[src/stc_pkg.sv]
package stc_pkg;
  // request function codes
  localparam logic [7:0] FN_READ_HOLD    = 8'h03;
  localparam logic [7:0] FN_READ_INPUT   = 8'h04;
  localparam logic [7:0] FN_WRITE_SINGLE = 8'h06;
  localparam logic [7:0] FN_WRITE_MULTI  = 8'h10;

  // answer codes, zero means accepted
  localparam logic [7:0] EXC_NONE  = 8'h00;
  localparam logic [7:0] EXC_FUNC  = 8'h01;
  localparam logic [7:0] EXC_ADDR  = 8'h02;
  localparam logic [7:0] EXC_VALUE = 8'h03;

  // holding register offsets
  localparam logic [4:0] HR_NODE    = 5'h01;
  localparam logic [4:0] HR_RATE    = 5'h02;
  localparam logic [4:0] HR_PARITY  = 5'h03;
  localparam logic [4:0] HR_VARIANT = 5'h04;
  localparam logic [4:0] HR_HW_REV  = 5'h05;
  localparam logic [4:0] HR_FW_REV  = 5'h06;
  localparam logic [4:0] HR_RSVD    = 5'h07;
  localparam logic [4:0] HR_TIMEOUT = 5'h08;
  localparam logic [4:0] HR_TERM    = 5'h09;
  localparam logic [4:0] HR_RESTORE = 5'h0A;
  localparam logic [4:0] HR_BAND    = 5'h0B;
  localparam logic [4:0] HR_HYST    = 5'h0C;
  localparam logic [4:0] HR_SF_EN   = 5'h0D;
  localparam logic [4:0] HR_SF_VAL  = 5'h0E;
  localparam logic [4:0] HR_MF_EN   = 5'h0F;
  localparam logic [4:0] HR_MF_VAL  = 5'h10;
  localparam logic [4:0] HR_FIRST   = HR_NODE;
  localparam logic [4:0] HR_LAST    = HR_MF_VAL;

  // input register offsets
  localparam logic [15:0] IR_MODE     = 16'h0001;
  localparam logic [15:0] IR_PROBE    = 16'h0002;
  localparam logic [15:0] IR_TARGET   = 16'h0003;
  localparam logic [15:0] IR_MEASURED = 16'h0004;
  localparam logic [15:0] IR_STEP     = 16'h0005;
  localparam logic [15:0] IR_MAINS    = 16'h0006;
  localparam logic [15:0] IR_HEATCOOL = 16'h0007;

  // factory values
  localparam logic [15:0] RST_NODE    = 16'h0001;
  localparam logic [15:0] RST_RATE    = 16'h0002;
  localparam logic [15:0] RST_PARITY  = 16'h0001;
  localparam logic [15:0] RST_TIMEOUT = 16'h0000;
  localparam logic [15:0] RST_TERM    = 16'h0000;
  localparam logic [15:0] RST_RESTORE = 16'h0000;
  localparam logic [15:0] RST_BAND    = 16'h0014;
  localparam logic [15:0] RST_HYST    = 16'h0004;
  localparam logic [15:0] RST_FORCE   = 16'h0000;

  // legal ranges
  localparam logic [15:0] NODE_MIN    = 16'h0001;
  localparam logic [15:0] NODE_MAX    = 16'h00F7;
  localparam logic [15:0] RATE_MAX    = 16'h0006;
  localparam logic [15:0] PARITY_MAX  = 16'h0002;
  localparam logic [15:0] TIMEOUT_MAX = 16'h003C;
  localparam logic [15:0] FLAG_MAX    = 16'h0001;
  localparam logic [15:0] BAND_MIN    = 16'h000A;
  localparam logic [15:0] BAND_MAX    = 16'h0064;
  localparam logic [15:0] HYST_MIN    = 16'h0001;
  localparam logic [15:0] HYST_MAX    = 16'h000A;
  localparam logic [15:0] STEP_MAX    = 16'h0005;

  // status encodings
  localparam logic [15:0] FORCE_MARK    = 16'h000A;
  localparam logic [2:0]  FALLBACK_STEP = 3'h1;

  // timing
  localparam longint unsigned MCLK_HZ     = 64'd200_000_000;
  localparam longint unsigned SEC_PER_MIN = 64'd60;
  localparam longint unsigned CYC_PER_MIN = MCLK_HZ * SEC_PER_MIN;
endpackage

[src/stc_regs.sv]
`timescale 1ns/1ps
// Functional notes
// - mode register reports 0 auto, 1-5, 6 standby
// - probe condition reports codes 0 to 3
// - active step 0-5, plus 10 when forced
// - mains state 0/1, or 10/11 when forced
// - heat/cool reports 0 cooling, 1 heating
// - rate select accepts 0-6, default 2
// - timeout 0-60 minutes, 0 disables, default 0
// - timeout forces step one, mains off
// - writing 1 restores defaults and self-clears together on the next cycle
// - proportional band 10-100, default 20
// - hysteresis 1-10, default 4
// - step force enable hands step to bus
// - step force value 0-5 used when enabled
// - mains force enable hands mains to bus
// - mains force value used when enabled
// - only read holding, read input, write single, multiple
// - identity read only, position 7 reads 0
module stc_regs #(
  parameter logic [15:0] VARIANT_ID  = 16'h00A5, // arbitrary
  parameter logic [15:0] HW_REV_ID   = 16'h0011, // arbitrary
  parameter logic [15:0] FW_REV_ID   = 16'h0022, // arbitrary
  parameter logic [35:0] CYC_PER_MIN = 36'(stc_pkg::CYC_PER_MIN)
) (
  input  wire logic        mclk,
  input  wire logic        rst,
  input  wire logic        req_valid,
  input  wire logic [7:0]  req_func,
  input  wire logic [15:0] req_addr,
  input  wire logic [15:0] req_wdata,
  output logic             rsp_valid,
  output logic [15:0]      rsp_rdata,
  output logic [7:0]       rsp_exc,
  input  wire logic [2:0]  run_mode,
  input  wire logic [1:0]  probe_state,
  input  wire logic [15:0] target_temp,
  input  wire logic [15:0] measured_temp,
  input  wire logic [2:0]  regulated_step,
  input  wire logic        mains_request,
  input  wire logic        heating,
  output logic [2:0]       step_out,
  output logic             mains_out,
  output logic [15:0]      node_address,
  output logic [15:0]      rate_select,
  output logic [15:0]      parity_select,
  output logic [15:0]      termination,
  output logic [15:0]      band,
  output logic [15:0]      hysteresis
);
  logic [15:0] hreg [0:31];
  logic [15:0] next_hreg [0:31];
  logic        next_rsp_valid;
  logic [15:0] next_rsp_rdata;
  logic [7:0]  next_rsp_exc;
  logic [2:0]  next_step_out;
  logic        next_mains_out;
  logic        expired;
  logic        step_forced;
  logic        mains_forced;
  logic [4:0]  idx;
  logic        in_hold;

  function automatic logic [15:0] factory(input logic [4:0] i);
    case (i)
      stc_pkg::HR_NODE:    factory = stc_pkg::RST_NODE;
      stc_pkg::HR_RATE:    factory = stc_pkg::RST_RATE;
      stc_pkg::HR_PARITY:  factory = stc_pkg::RST_PARITY;
      stc_pkg::HR_TIMEOUT: factory = stc_pkg::RST_TIMEOUT;
      stc_pkg::HR_TERM:    factory = stc_pkg::RST_TERM;
      stc_pkg::HR_BAND:    factory = stc_pkg::RST_BAND;
      stc_pkg::HR_HYST:    factory = stc_pkg::RST_HYST;
      stc_pkg::HR_SF_EN,
      stc_pkg::HR_SF_VAL,
      stc_pkg::HR_MF_EN,
      stc_pkg::HR_MF_VAL:  factory = stc_pkg::RST_FORCE;
      default:             factory = stc_pkg::RST_RESTORE;
    endcase
  endfunction

  // out-of-range writes are refused so downstream never sees illegal codes
  function automatic logic legal(input logic [4:0] i, input logic [15:0] d);
    case (i)
      stc_pkg::HR_NODE:    legal = d >= stc_pkg::NODE_MIN && d <= stc_pkg::NODE_MAX;
      stc_pkg::HR_RATE:    legal = d <= stc_pkg::RATE_MAX;
      stc_pkg::HR_PARITY:  legal = d <= stc_pkg::PARITY_MAX;
      stc_pkg::HR_TIMEOUT: legal = d <= stc_pkg::TIMEOUT_MAX;
      stc_pkg::HR_BAND:    legal = d >= stc_pkg::BAND_MIN && d <= stc_pkg::BAND_MAX;
      stc_pkg::HR_HYST:    legal = d >= stc_pkg::HYST_MIN && d <= stc_pkg::HYST_MAX;
      stc_pkg::HR_SF_VAL:  legal = d <= stc_pkg::STEP_MAX;
      default:             legal = d <= stc_pkg::FLAG_MAX;
    endcase
  endfunction

  function automatic logic read_only(input logic [4:0] i);
    read_only = i == stc_pkg::HR_VARIANT || i == stc_pkg::HR_HW_REV ||
                i == stc_pkg::HR_FW_REV || i == stc_pkg::HR_RSVD;
  endfunction

  stc_silence_timer #(
    .CYC_PER_MIN (CYC_PER_MIN)
  ) u_timer (
    .mclk    (mclk),
    .rst     (rst),
    .traffic (req_valid),
    .minutes (hreg[stc_pkg::HR_TIMEOUT][5:0]),
    .expired (expired)
  );

  assign idx          = req_addr[4:0];
  assign in_hold      = req_addr >= 16'(stc_pkg::HR_FIRST) &&
                        req_addr <= 16'(stc_pkg::HR_LAST);
  assign step_forced  = hreg[stc_pkg::HR_SF_EN][0];
  assign mains_forced = hreg[stc_pkg::HR_MF_EN][0];

  // register file and answers
  always_comb begin
    for (int i = 0; i < 32; i++) begin
      next_hreg[i] = hreg[i];
    end
    next_rsp_valid = req_valid;
    next_rsp_rdata = 16'h0000;
    next_rsp_exc   = stc_pkg::EXC_NONE;
    // restore lands one cycle after the write, and the flag drops itself on that same edge
    if (hreg[stc_pkg::HR_RESTORE][0]) begin
      for (int i = 0; i < 32; i++) begin
        next_hreg[i] = factory(5'(i));
      end
    end
    if (req_valid) begin
      case (req_func)
        stc_pkg::FN_READ_HOLD: begin
          if (!in_hold) begin
            next_rsp_exc = stc_pkg::EXC_ADDR;
          end else begin
            case (idx)
              stc_pkg::HR_VARIANT: next_rsp_rdata = VARIANT_ID;
              stc_pkg::HR_HW_REV:  next_rsp_rdata = HW_REV_ID;
              stc_pkg::HR_FW_REV:  next_rsp_rdata = FW_REV_ID;
              stc_pkg::HR_RSVD:    next_rsp_rdata = 16'h0000;
              default:             next_rsp_rdata = hreg[idx];
            endcase
          end
        end
        stc_pkg::FN_READ_INPUT: begin
          case (req_addr)
            stc_pkg::IR_MODE:     next_rsp_rdata = {13'h0000, run_mode};
            stc_pkg::IR_PROBE:    next_rsp_rdata = {14'h0000, probe_state};
            stc_pkg::IR_TARGET:   next_rsp_rdata = target_temp;
            stc_pkg::IR_MEASURED: next_rsp_rdata = measured_temp;
            stc_pkg::IR_STEP: begin
              next_rsp_rdata = {13'h0000, step_out};
              if (step_forced && !expired) begin
                next_rsp_rdata = {13'h0000, step_out} + stc_pkg::FORCE_MARK;
              end
            end
            stc_pkg::IR_MAINS: begin
              next_rsp_rdata = {15'h0000, mains_out};
              if (mains_forced && !expired) begin
                next_rsp_rdata = {15'h0000, mains_out} + stc_pkg::FORCE_MARK;
              end
            end
            stc_pkg::IR_HEATCOOL: next_rsp_rdata = {15'h0000, heating};
            default:              next_rsp_exc   = stc_pkg::EXC_ADDR;
          endcase
        end
        stc_pkg::FN_WRITE_SINGLE,
        stc_pkg::FN_WRITE_MULTI: begin
          next_rsp_rdata = req_wdata;
          if (!in_hold) begin
            next_rsp_exc = stc_pkg::EXC_ADDR;
          end else if (read_only(idx)) begin
            next_rsp_exc = stc_pkg::EXC_NONE;
          end else if (!legal(idx, req_wdata)) begin
            next_rsp_exc = stc_pkg::EXC_VALUE;
          end else begin
            next_hreg[idx] = req_wdata;
          end
        end
        default: next_rsp_exc = stc_pkg::EXC_FUNC;
      endcase
    end
  end

  // output drive: silence fallback outranks any bus overwrite
  always_comb begin
    if (expired) begin
      next_step_out  = stc_pkg::FALLBACK_STEP;
      next_mains_out = 1'b0;
    end else begin
      next_step_out  = regulated_step;
      next_mains_out = mains_request;
      if (step_forced) begin
        next_step_out = hreg[stc_pkg::HR_SF_VAL][2:0];
      end
      if (mains_forced) begin
        next_mains_out = hreg[stc_pkg::HR_MF_VAL][0];
      end
    end
  end

  always_ff @(posedge mclk) begin
    if (rst) begin
      for (int i = 0; i < 32; i++) begin
        hreg[i] <= factory(5'(i));
      end
      rsp_valid <= 1'b0;
      rsp_rdata <= 16'h0000;
      rsp_exc   <= stc_pkg::EXC_NONE;
      step_out  <= 3'h0;
      mains_out <= 1'b0;
    end else begin
      for (int i = 0; i < 32; i++) begin
        hreg[i] <= next_hreg[i];
      end
      rsp_valid <= next_rsp_valid;
      rsp_rdata <= next_rsp_rdata;
      rsp_exc   <= next_rsp_exc;
      step_out  <= next_step_out;
      mains_out <= next_mains_out;
    end
  end

  // settings leave through flops of their own
  always_ff @(posedge mclk) begin
    if (rst) begin
      node_address  <= stc_pkg::RST_NODE;
      rate_select   <= stc_pkg::RST_RATE;
      parity_select <= stc_pkg::RST_PARITY;
      termination   <= stc_pkg::RST_TERM;
      band          <= stc_pkg::RST_BAND;
      hysteresis    <= stc_pkg::RST_HYST;
    end else begin
      node_address  <= next_hreg[stc_pkg::HR_NODE];
      rate_select   <= next_hreg[stc_pkg::HR_RATE];
      parity_select <= next_hreg[stc_pkg::HR_PARITY];
      termination   <= next_hreg[stc_pkg::HR_TERM];
      band          <= next_hreg[stc_pkg::HR_BAND];
      hysteresis    <= next_hreg[stc_pkg::HR_HYST];
    end
  end

  a_answer_next: assert property (@(posedge mclk) disable iff (rst)
    req_valid |=> rsp_valid)
    else $error("request not answered next cycle");

  a_bad_function: assert property (@(posedge mclk) disable iff (rst)
    req_valid && req_func != stc_pkg::FN_READ_HOLD &&
    req_func != stc_pkg::FN_READ_INPUT && req_func != stc_pkg::FN_WRITE_SINGLE &&
    req_func != stc_pkg::FN_WRITE_MULTI |=> rsp_exc == stc_pkg::EXC_FUNC)
    else $error("unknown function not refused");

  a_reserved_zero: assert property (@(posedge mclk) disable iff (rst)
    req_valid && req_func == stc_pkg::FN_READ_HOLD &&
    req_addr == 16'(stc_pkg::HR_RSVD) |=> rsp_rdata == 16'h0000)
    else $error("reserved register not zero");

  a_ident_fixed: assert property (@(posedge mclk) disable iff (rst)
    req_valid && req_func == stc_pkg::FN_READ_HOLD &&
    req_addr == 16'(stc_pkg::HR_VARIANT) |=> rsp_rdata == VARIANT_ID)
    else $error("identity register changed by write");

  a_restore_clear: assert property (@(posedge mclk) disable iff (rst)
    hreg[stc_pkg::HR_RESTORE][0] && !req_valid |=>
    hreg[stc_pkg::HR_RESTORE] == 16'h0000 && hreg[stc_pkg::HR_BAND] == stc_pkg::RST_BAND &&
    hreg[stc_pkg::HR_RATE] == stc_pkg::RST_RATE && hreg[stc_pkg::HR_HYST] == stc_pkg::RST_HYST)
    else $error("restore did not load defaults and clear");

  a_rate_range: assert property (@(posedge mclk) disable iff (rst)
    hreg[stc_pkg::HR_RATE] <= stc_pkg::RATE_MAX)
    else $error("rate select out of range");

  a_timeout_range: assert property (@(posedge mclk) disable iff (rst)
    hreg[stc_pkg::HR_TIMEOUT] <= stc_pkg::TIMEOUT_MAX)
    else $error("timeout out of range");

  a_band_range: assert property (@(posedge mclk) disable iff (rst)
    hreg[stc_pkg::HR_BAND] >= stc_pkg::BAND_MIN && hreg[stc_pkg::HR_BAND] <= stc_pkg::BAND_MAX)
    else $error("band out of range");

  a_silence_fallback: assert property (@(posedge mclk) disable iff (rst)
    expired [*2] |-> step_out == stc_pkg::FALLBACK_STEP && !mains_out)
    else $error("fallback not applied");

  a_step_force: assert property (@(posedge mclk) disable iff (rst)
    !expired && step_forced |=> step_out == $past(hreg[stc_pkg::HR_SF_VAL][2:0]))
    else $error("step overwrite not applied");

  a_step_auto: assert property (@(posedge mclk) disable iff (rst)
    !expired && !step_forced |=> step_out == $past(regulated_step))
    else $error("regulated step not followed");

  a_mains_force: assert property (@(posedge mclk) disable iff (rst)
    !expired && mains_forced |=> mains_out == $past(hreg[stc_pkg::HR_MF_VAL][0]))
    else $error("mains overwrite not applied");

  a_mode_report: assert property (@(posedge mclk) disable iff (rst)
    req_valid && req_func == stc_pkg::FN_READ_INPUT && req_addr == stc_pkg::IR_MODE
    |=> rsp_rdata == {13'h0000, $past(run_mode)})
    else $error("mode readback wrong");

  a_probe_report: assert property (@(posedge mclk) disable iff (rst)
    req_valid && req_func == stc_pkg::FN_READ_INPUT && req_addr == stc_pkg::IR_PROBE
    |=> rsp_rdata == {14'h0000, $past(probe_state)})
    else $error("probe readback wrong");

  a_heat_report: assert property (@(posedge mclk) disable iff (rst)
    req_valid && req_func == stc_pkg::FN_READ_INPUT && req_addr == stc_pkg::IR_HEATCOOL
    |=> rsp_rdata == {15'h0000, $past(heating)})
    else $error("heat/cool readback wrong");

  a_step_report: assert property (@(posedge mclk) disable iff (rst)
    req_valid && req_func == stc_pkg::FN_READ_INPUT && req_addr == stc_pkg::IR_STEP &&
    step_forced && !expired |=> rsp_rdata == {13'h0000, $past(step_out)} + stc_pkg::FORCE_MARK)
    else $error("forced step readback lacks mark");

  a_mains_report: assert property (@(posedge mclk) disable iff (rst)
    req_valid && req_func == stc_pkg::FN_READ_INPUT && req_addr == stc_pkg::IR_MAINS &&
    mains_forced && !expired |=> rsp_rdata == {15'h0000, $past(mains_out)} + stc_pkg::FORCE_MARK)
    else $error("forced mains readback lacks mark");

  a_hyst_range: assert property (@(posedge mclk) disable iff (rst)
    hreg[stc_pkg::HR_HYST] >= stc_pkg::HYST_MIN && hreg[stc_pkg::HR_HYST] <= stc_pkg::HYST_MAX)
    else $error("hysteresis out of range");

  a_step_value: assert property (@(posedge mclk) disable iff (rst)
    hreg[stc_pkg::HR_SF_VAL] <= stc_pkg::STEP_MAX)
    else $error("step overwrite value out of range");

  a_mains_auto: assert property (@(posedge mclk) disable iff (rst)
    !expired && !mains_forced |=> mains_out == $past(mains_request))
    else $error("regulator mains request not followed");

  a_addr_refused: assert property (@(posedge mclk) disable iff (rst)
    req_valid && req_func == stc_pkg::FN_READ_HOLD && !in_hold
    |=> rsp_exc == stc_pkg::EXC_ADDR)
    else $error("holding address outside map not refused");

  a_fw_fixed: assert property (@(posedge mclk) disable iff (rst)
    req_valid && req_func == stc_pkg::FN_READ_HOLD &&
    req_addr == 16'(stc_pkg::HR_FW_REV) |=> rsp_rdata == FW_REV_ID)
    else $error("firmware revision readback wrong");
endmodule

[src/stc_silence_timer.sv]
`timescale 1ns/1ps
module stc_silence_timer #(
  parameter logic [35:0] CYC_PER_MIN = 36'(stc_pkg::CYC_PER_MIN)
) (
  input  wire logic       mclk,
  input  wire logic       rst,
  input  wire logic       traffic,
  input  wire logic [5:0] minutes,
  output logic            expired
);
  logic [35:0] pre;
  logic [5:0]  mins;
  logic [35:0] next_pre;
  logic [5:0]  next_mins;
  logic        next_expired;

  // any traffic restarts the whole wait; zero minutes disables it
  always_comb begin
    next_pre     = pre;
    next_mins    = mins;
    next_expired = expired;
    if (traffic || minutes == 6'h00) begin
      next_pre     = 36'h0_0000_0000;
      next_mins    = 6'h00;
      next_expired = 1'b0;
    end else if (!expired) begin
      if (pre == CYC_PER_MIN - 36'h0_0000_0001) begin
        next_pre = 36'h0_0000_0000;
        if (mins + 6'h01 >= minutes) begin
          next_expired = 1'b1;
        end else begin
          next_mins = mins + 6'h01;
        end
      end else begin
        next_pre = pre + 36'h0_0000_0001;
      end
    end
  end

  always_ff @(posedge mclk) begin
    if (rst) begin
      pre     <= 36'h0_0000_0000;
      mins    <= 6'h00;
      expired <= 1'b0;
    end else begin
      pre     <= next_pre;
      mins    <= next_mins;
      expired <= next_expired;
    end
  end
endmodule

[config.mk]
export PLATFORM = sky130hd
export DESIGN_NAME = stc_regs
export DESIGN_NICKNAME = d
export VERILOG_FILES = /design/src/stc_pkg.sv /design/src/stc_regs.sv /design/src/stc_silence_timer.sv
export SDC_FILE = /design/constraint.sdc
export NUM_CORES = 1
export LEC_CHECK = 0
export ABC_CLOCK_PERIOD_IN_PS = 4800
export BUFFER_PORTS_ARGS = -buffer_cell sky130_fd_sc_hd__buf_2
export CORE_ASPECT_RATIO = 1.75
export CORE_MARGIN = 2
export CORE_UTILIZATION = 35
export DETAILED_ROUTE_END_ITERATION = 6
export HOLD_SLACK_MARGIN = 0.08
export PLACE_DENSITY_LB_ADDON = 0.15
export SETUP_SLACK_MARGIN = 0.02
export SYNTH_ARGS = -nofsm -noshare
export SYNTH_HDL_FRONTEND = slang
export SYNTH_HIERARCHICAL = 1
export SYNTH_SLANG_ARGS = --single-unit
export TNS_END_PERCENT = 1
[constraint.sdc]
create_clock -name mclk -period 4.8 [get_ports mclk]
set_input_delay 0.24 -clock mclk [delete_from_list [all_inputs] [get_ports mclk]]
set_output_delay 0.24 -clock mclk [all_outputs]
set_load 0.02 [all_outputs]
==> impl_metrics.toml <==
[routing]
first_iter_violations = 1013
ant_nets = 0
via_per_inst = 5.16
drc = 0
vias = 14300
detail_route.first_pass.iterations = 5
post_drt_wl_per_cell_um = 21.6
wl_um = 60000

[power]
cellPowerDensity_mw_per_mm2 = 358
ir_drop_mv = 0.401
p_total_mw = 8.51
p_int_mw = 6.62
switchingPower_mw = 1.89
pwr-share-seq_pct = 49.4
pwr-share-clk_pct = 46.4
switching_share_pct = 22.2
leakage_nw = 9.36
p_comb_share_pct = 4.2

[sta]
finalCritPeriodShare_pct = 72.0
setup_violations = 0
maxSlewHeadroom_pct = 32.9
worst_pin_slew_ps = 1000
finalCriticalPeriod_ps = 3460
finalWorstSetupSlack_ps = 1340
timing.setup.tns_ps = 0
fin_skew_ps = 15.9
drv_slew = 0
maxClockFrequency_mhz = 289
hold_viol = 0
rsz0062_at_grt = "false"

[logic_synthesis]
synth_compound_area_share_pct = 6.00
syn_area_mm2 = 0.0203
ys_warn_count = 6
synth_xor_area_share_pct = 1.64
async_flop_share_pct = 0
ys_types = 78
synthMuxAreaShare_pct = 16.3
synth-simple-area-share_pct = 22.0
syn_inst = 1818
seq_area_frac_synth_pct = 49.9
synth_adder_area_share_pct = 0.555
synth-edff-count = 0
synth_top_family_by_area = "simple AND/OR/NAND/NOR gates"
synth_top_flop_cell = "dfxtp_1"
synth.avg_cell_area_um2 = 11.2
ys_seq_elements = 506

[clock_network]
clk_path_buf_depth = 3
htreeDepth = 2
clk_pin_slew_ps = 60
cts_tree = "done"
cts_resized = 0
cts_made_buffers = 48
clock_latency_ps = 580
post_cts_buffers = 0
cts-root-buf = "clkbuf_16"
cts.sink_count = 506
cts-hold-fix-buffers = 27

[finish]
nNetsFinal = 2068
fillers = 5537
fin_area_mm2 = 0.0238
diodes = 0
synthToLayoutAreaGrowth_pct = 17.2
drive_above_1_share_pct = 23.3

[setup_path]
r2r_slack_ps = 1990
worst_ep_required_time_ps = 5300
cpMaxStageDelayCell = "nor3_2"
reg2reg_from = "u_timer/pre[0]$_SDFFE_PP0N_"
rr_endpoint = "u_timer/pre[27]$_SDFFE_PP0N_"
slowest_delay_ps = 840
worstPathArrival_ps = 3960
worstPathMaxFanout = 31
start_kind = "primary input"
worstSetupPathType = "in2reg"
worst-r2r-cell-count = 7
end_kind = "flop"
crit_chain = "buf_2, nor3b_1, nand4_1, nor3_2, a22oi_1, a2bb2oi_1, dlygate4sd3_1, o22ai_1"

[floorplan]
io_pins = 210
rows = 116
start_util_pct = 35.5
die_area_mm2 = 0.0600
die_w_um = 186
core-area_mm2 = 0.0572
die_h_um = 322

[grt]
grt-ovfl-total = 0
grt_pass1_vias = 14400
track_usage_pct = 20.0
grt_max_degree = 208
grt_antenna_before_repair = 1
grt_pass1_wl_um = 90300

[hold_path]
hold_depth = 4
hold_start = "measured_temp[1]"
hp-class = "in2reg"
worstHoldEndpoint = "rsp_rdata[1]$_SDFF_PP0_"

[placement]
place_ws_ps = 1210
post-dp-hpwl_um = 42000
port-buffer-count = 203
placed_cell_area_mm2 = 0.0218
gp_congestion = 0.859

[outcome]
outcome = "complete, no violations"

[run]
maxCapViolations = 0
power groups by stage:
stage | combinational [mW] | sequential, mW | clock [mW]
floorplan | 0.218 | 4.30 | 0
global placement | 0.351 | 4.30 | 0
detailed placement | 0.350 | 4.30 | 0
CTS | 0.363 | 4.20 | 4.06
global route | 0.385 | 4.20 | 4.20
finish | 0.360 | 4.20 | 3.95
worst max path at each step:
stage	startpoint	end	slack, ps
6_report	req_addr[2]	rsp_rdata[13]$_SDFF_PP0_	1340
5_1_grt	req_addr[2]	rsp_rdata[12]$_SDFF_PP0_	1190
4_1_cts	req_addr[2]	rsp_rdata[13]$_SDFF_PP0_	1410
3_5_place_dp	req_addr[2]	rsp_rdata[0]$_SDFF_PP0_	1210
3_3_place_gp	req_addr[2]	rsp_rdata[0]$_SDFF_PP0_	1390
2_1_floorplan	req_addr[0]	hreg[12][10]$_SDFF_PP0_	2220
synth_stat cells (all sizes together) (7+ instances only):
library cell,count,area [µm²]
mux4,123,2770
a31oi,7,43.8
nand3,31,160
a221oi,10,87.6
nor3,29,150
o22ai,15,93.8
inv,14,52.6
nor2,90,338
dfxtp,506,10100
mux2,7,78.8
a211oi,11,87.6
and2,269,1680
o21ai,23,115
nand4,14,103
xnor2,31,272
nand2b,32,200
nand3b,9,67.6
and3,94,588
nor2b,8,50.1
buf,51,289
nor4,19,119
a21oi,29,153
nor3b,33,298
nand2,86,323
ha,9,113
mux2i,46,460
clkbuf,101,379
xor2,7,61.3
a22oi,13,97.6
or4,8,63.8
a2bb2oi,14,123
registers in the layout, indices dropped and copies added, names as in the netlist:
name / cells
u_timer/mins: 6
hreg: 440
mains_out: 1
u_timer/pre: 36
rsp_rdata: 16
rsp_exc: 2
step_out: 3
rsp_valid: 1
u_timer/expired: 1
area by class of cell:
class | count | area [µm²] | area share [%]
clock buffer | 70 | 1450 | 6.09
multi-input combinational | 1151 | 9470 | 39.8
sequential | 506 | 10100 | 42.6
clock inverter | 13 | 183 | 0.769
timing repair buffer | 253 | 1530 | 6.43
inverter | 14 | 52.6 | 0.221
tap | 767 | 960 | 4.04
routing by layer:
layer / up-vias / track usage, % / part of all wire, %
met5: - / 0 / 0
met4: 0 / 9.34 / 4.8
met3: 127 / 2.61 / 4.2
met2: 395 / 36.2 / 51
met1: 7050 / 23.2 / 40
li1: 6754 / - / -
cell usage in the layout, fill, tap and decap left out, types with 14 or more instances in the layout:
cell type        n
a21oi_1         27
a2bb2oi_1       14
and2_1         269
and3_1          94
buf_2          201
buf_4           20
clkbuf_16       50
dfxtp_1        506
dlygate4sd3_1   27
inv_1           14
mux2i_1         46
mux4_2         123
nand2_1         86
nand2b_1        32
nand3_1         30
nor2_1          89
nor3_1          27
nor3b_1         23
nor4_1          19
o21ai_0         20
o22ai_1         15
xnor2_1         31
through the flow:
stage | util (%) | hold slack, ps | std cells
2_1_floorplan | - | 396 | 1823
3_3_place_gp | 38.2 | 413 | 2663
3_5_place_dp | 38.2 | 416 | 2663
4_1_cts | 41.5 | 86.9 | 2773
5_1_grt | 41.6 | 126 | 2774
6_report | 41.6 | 111 | 2774
worst max-delay path, delay by kind of cell:
family | cells | cell delay, ps
compound gates | 3 | 480
buf+inv | 2 | 1270
simple gates | 3 | 1970
logic make-up after synthesis:
kind of cell,after synthesis
and+or+nand+nor,757
DFF,506
muxes,176
buffers and inverters,166
AOI/OAI and AO/OA,165
xor gates and xnor gates,38
adders and majority gates,9
other,1
(Power assumes the default switching activity.)
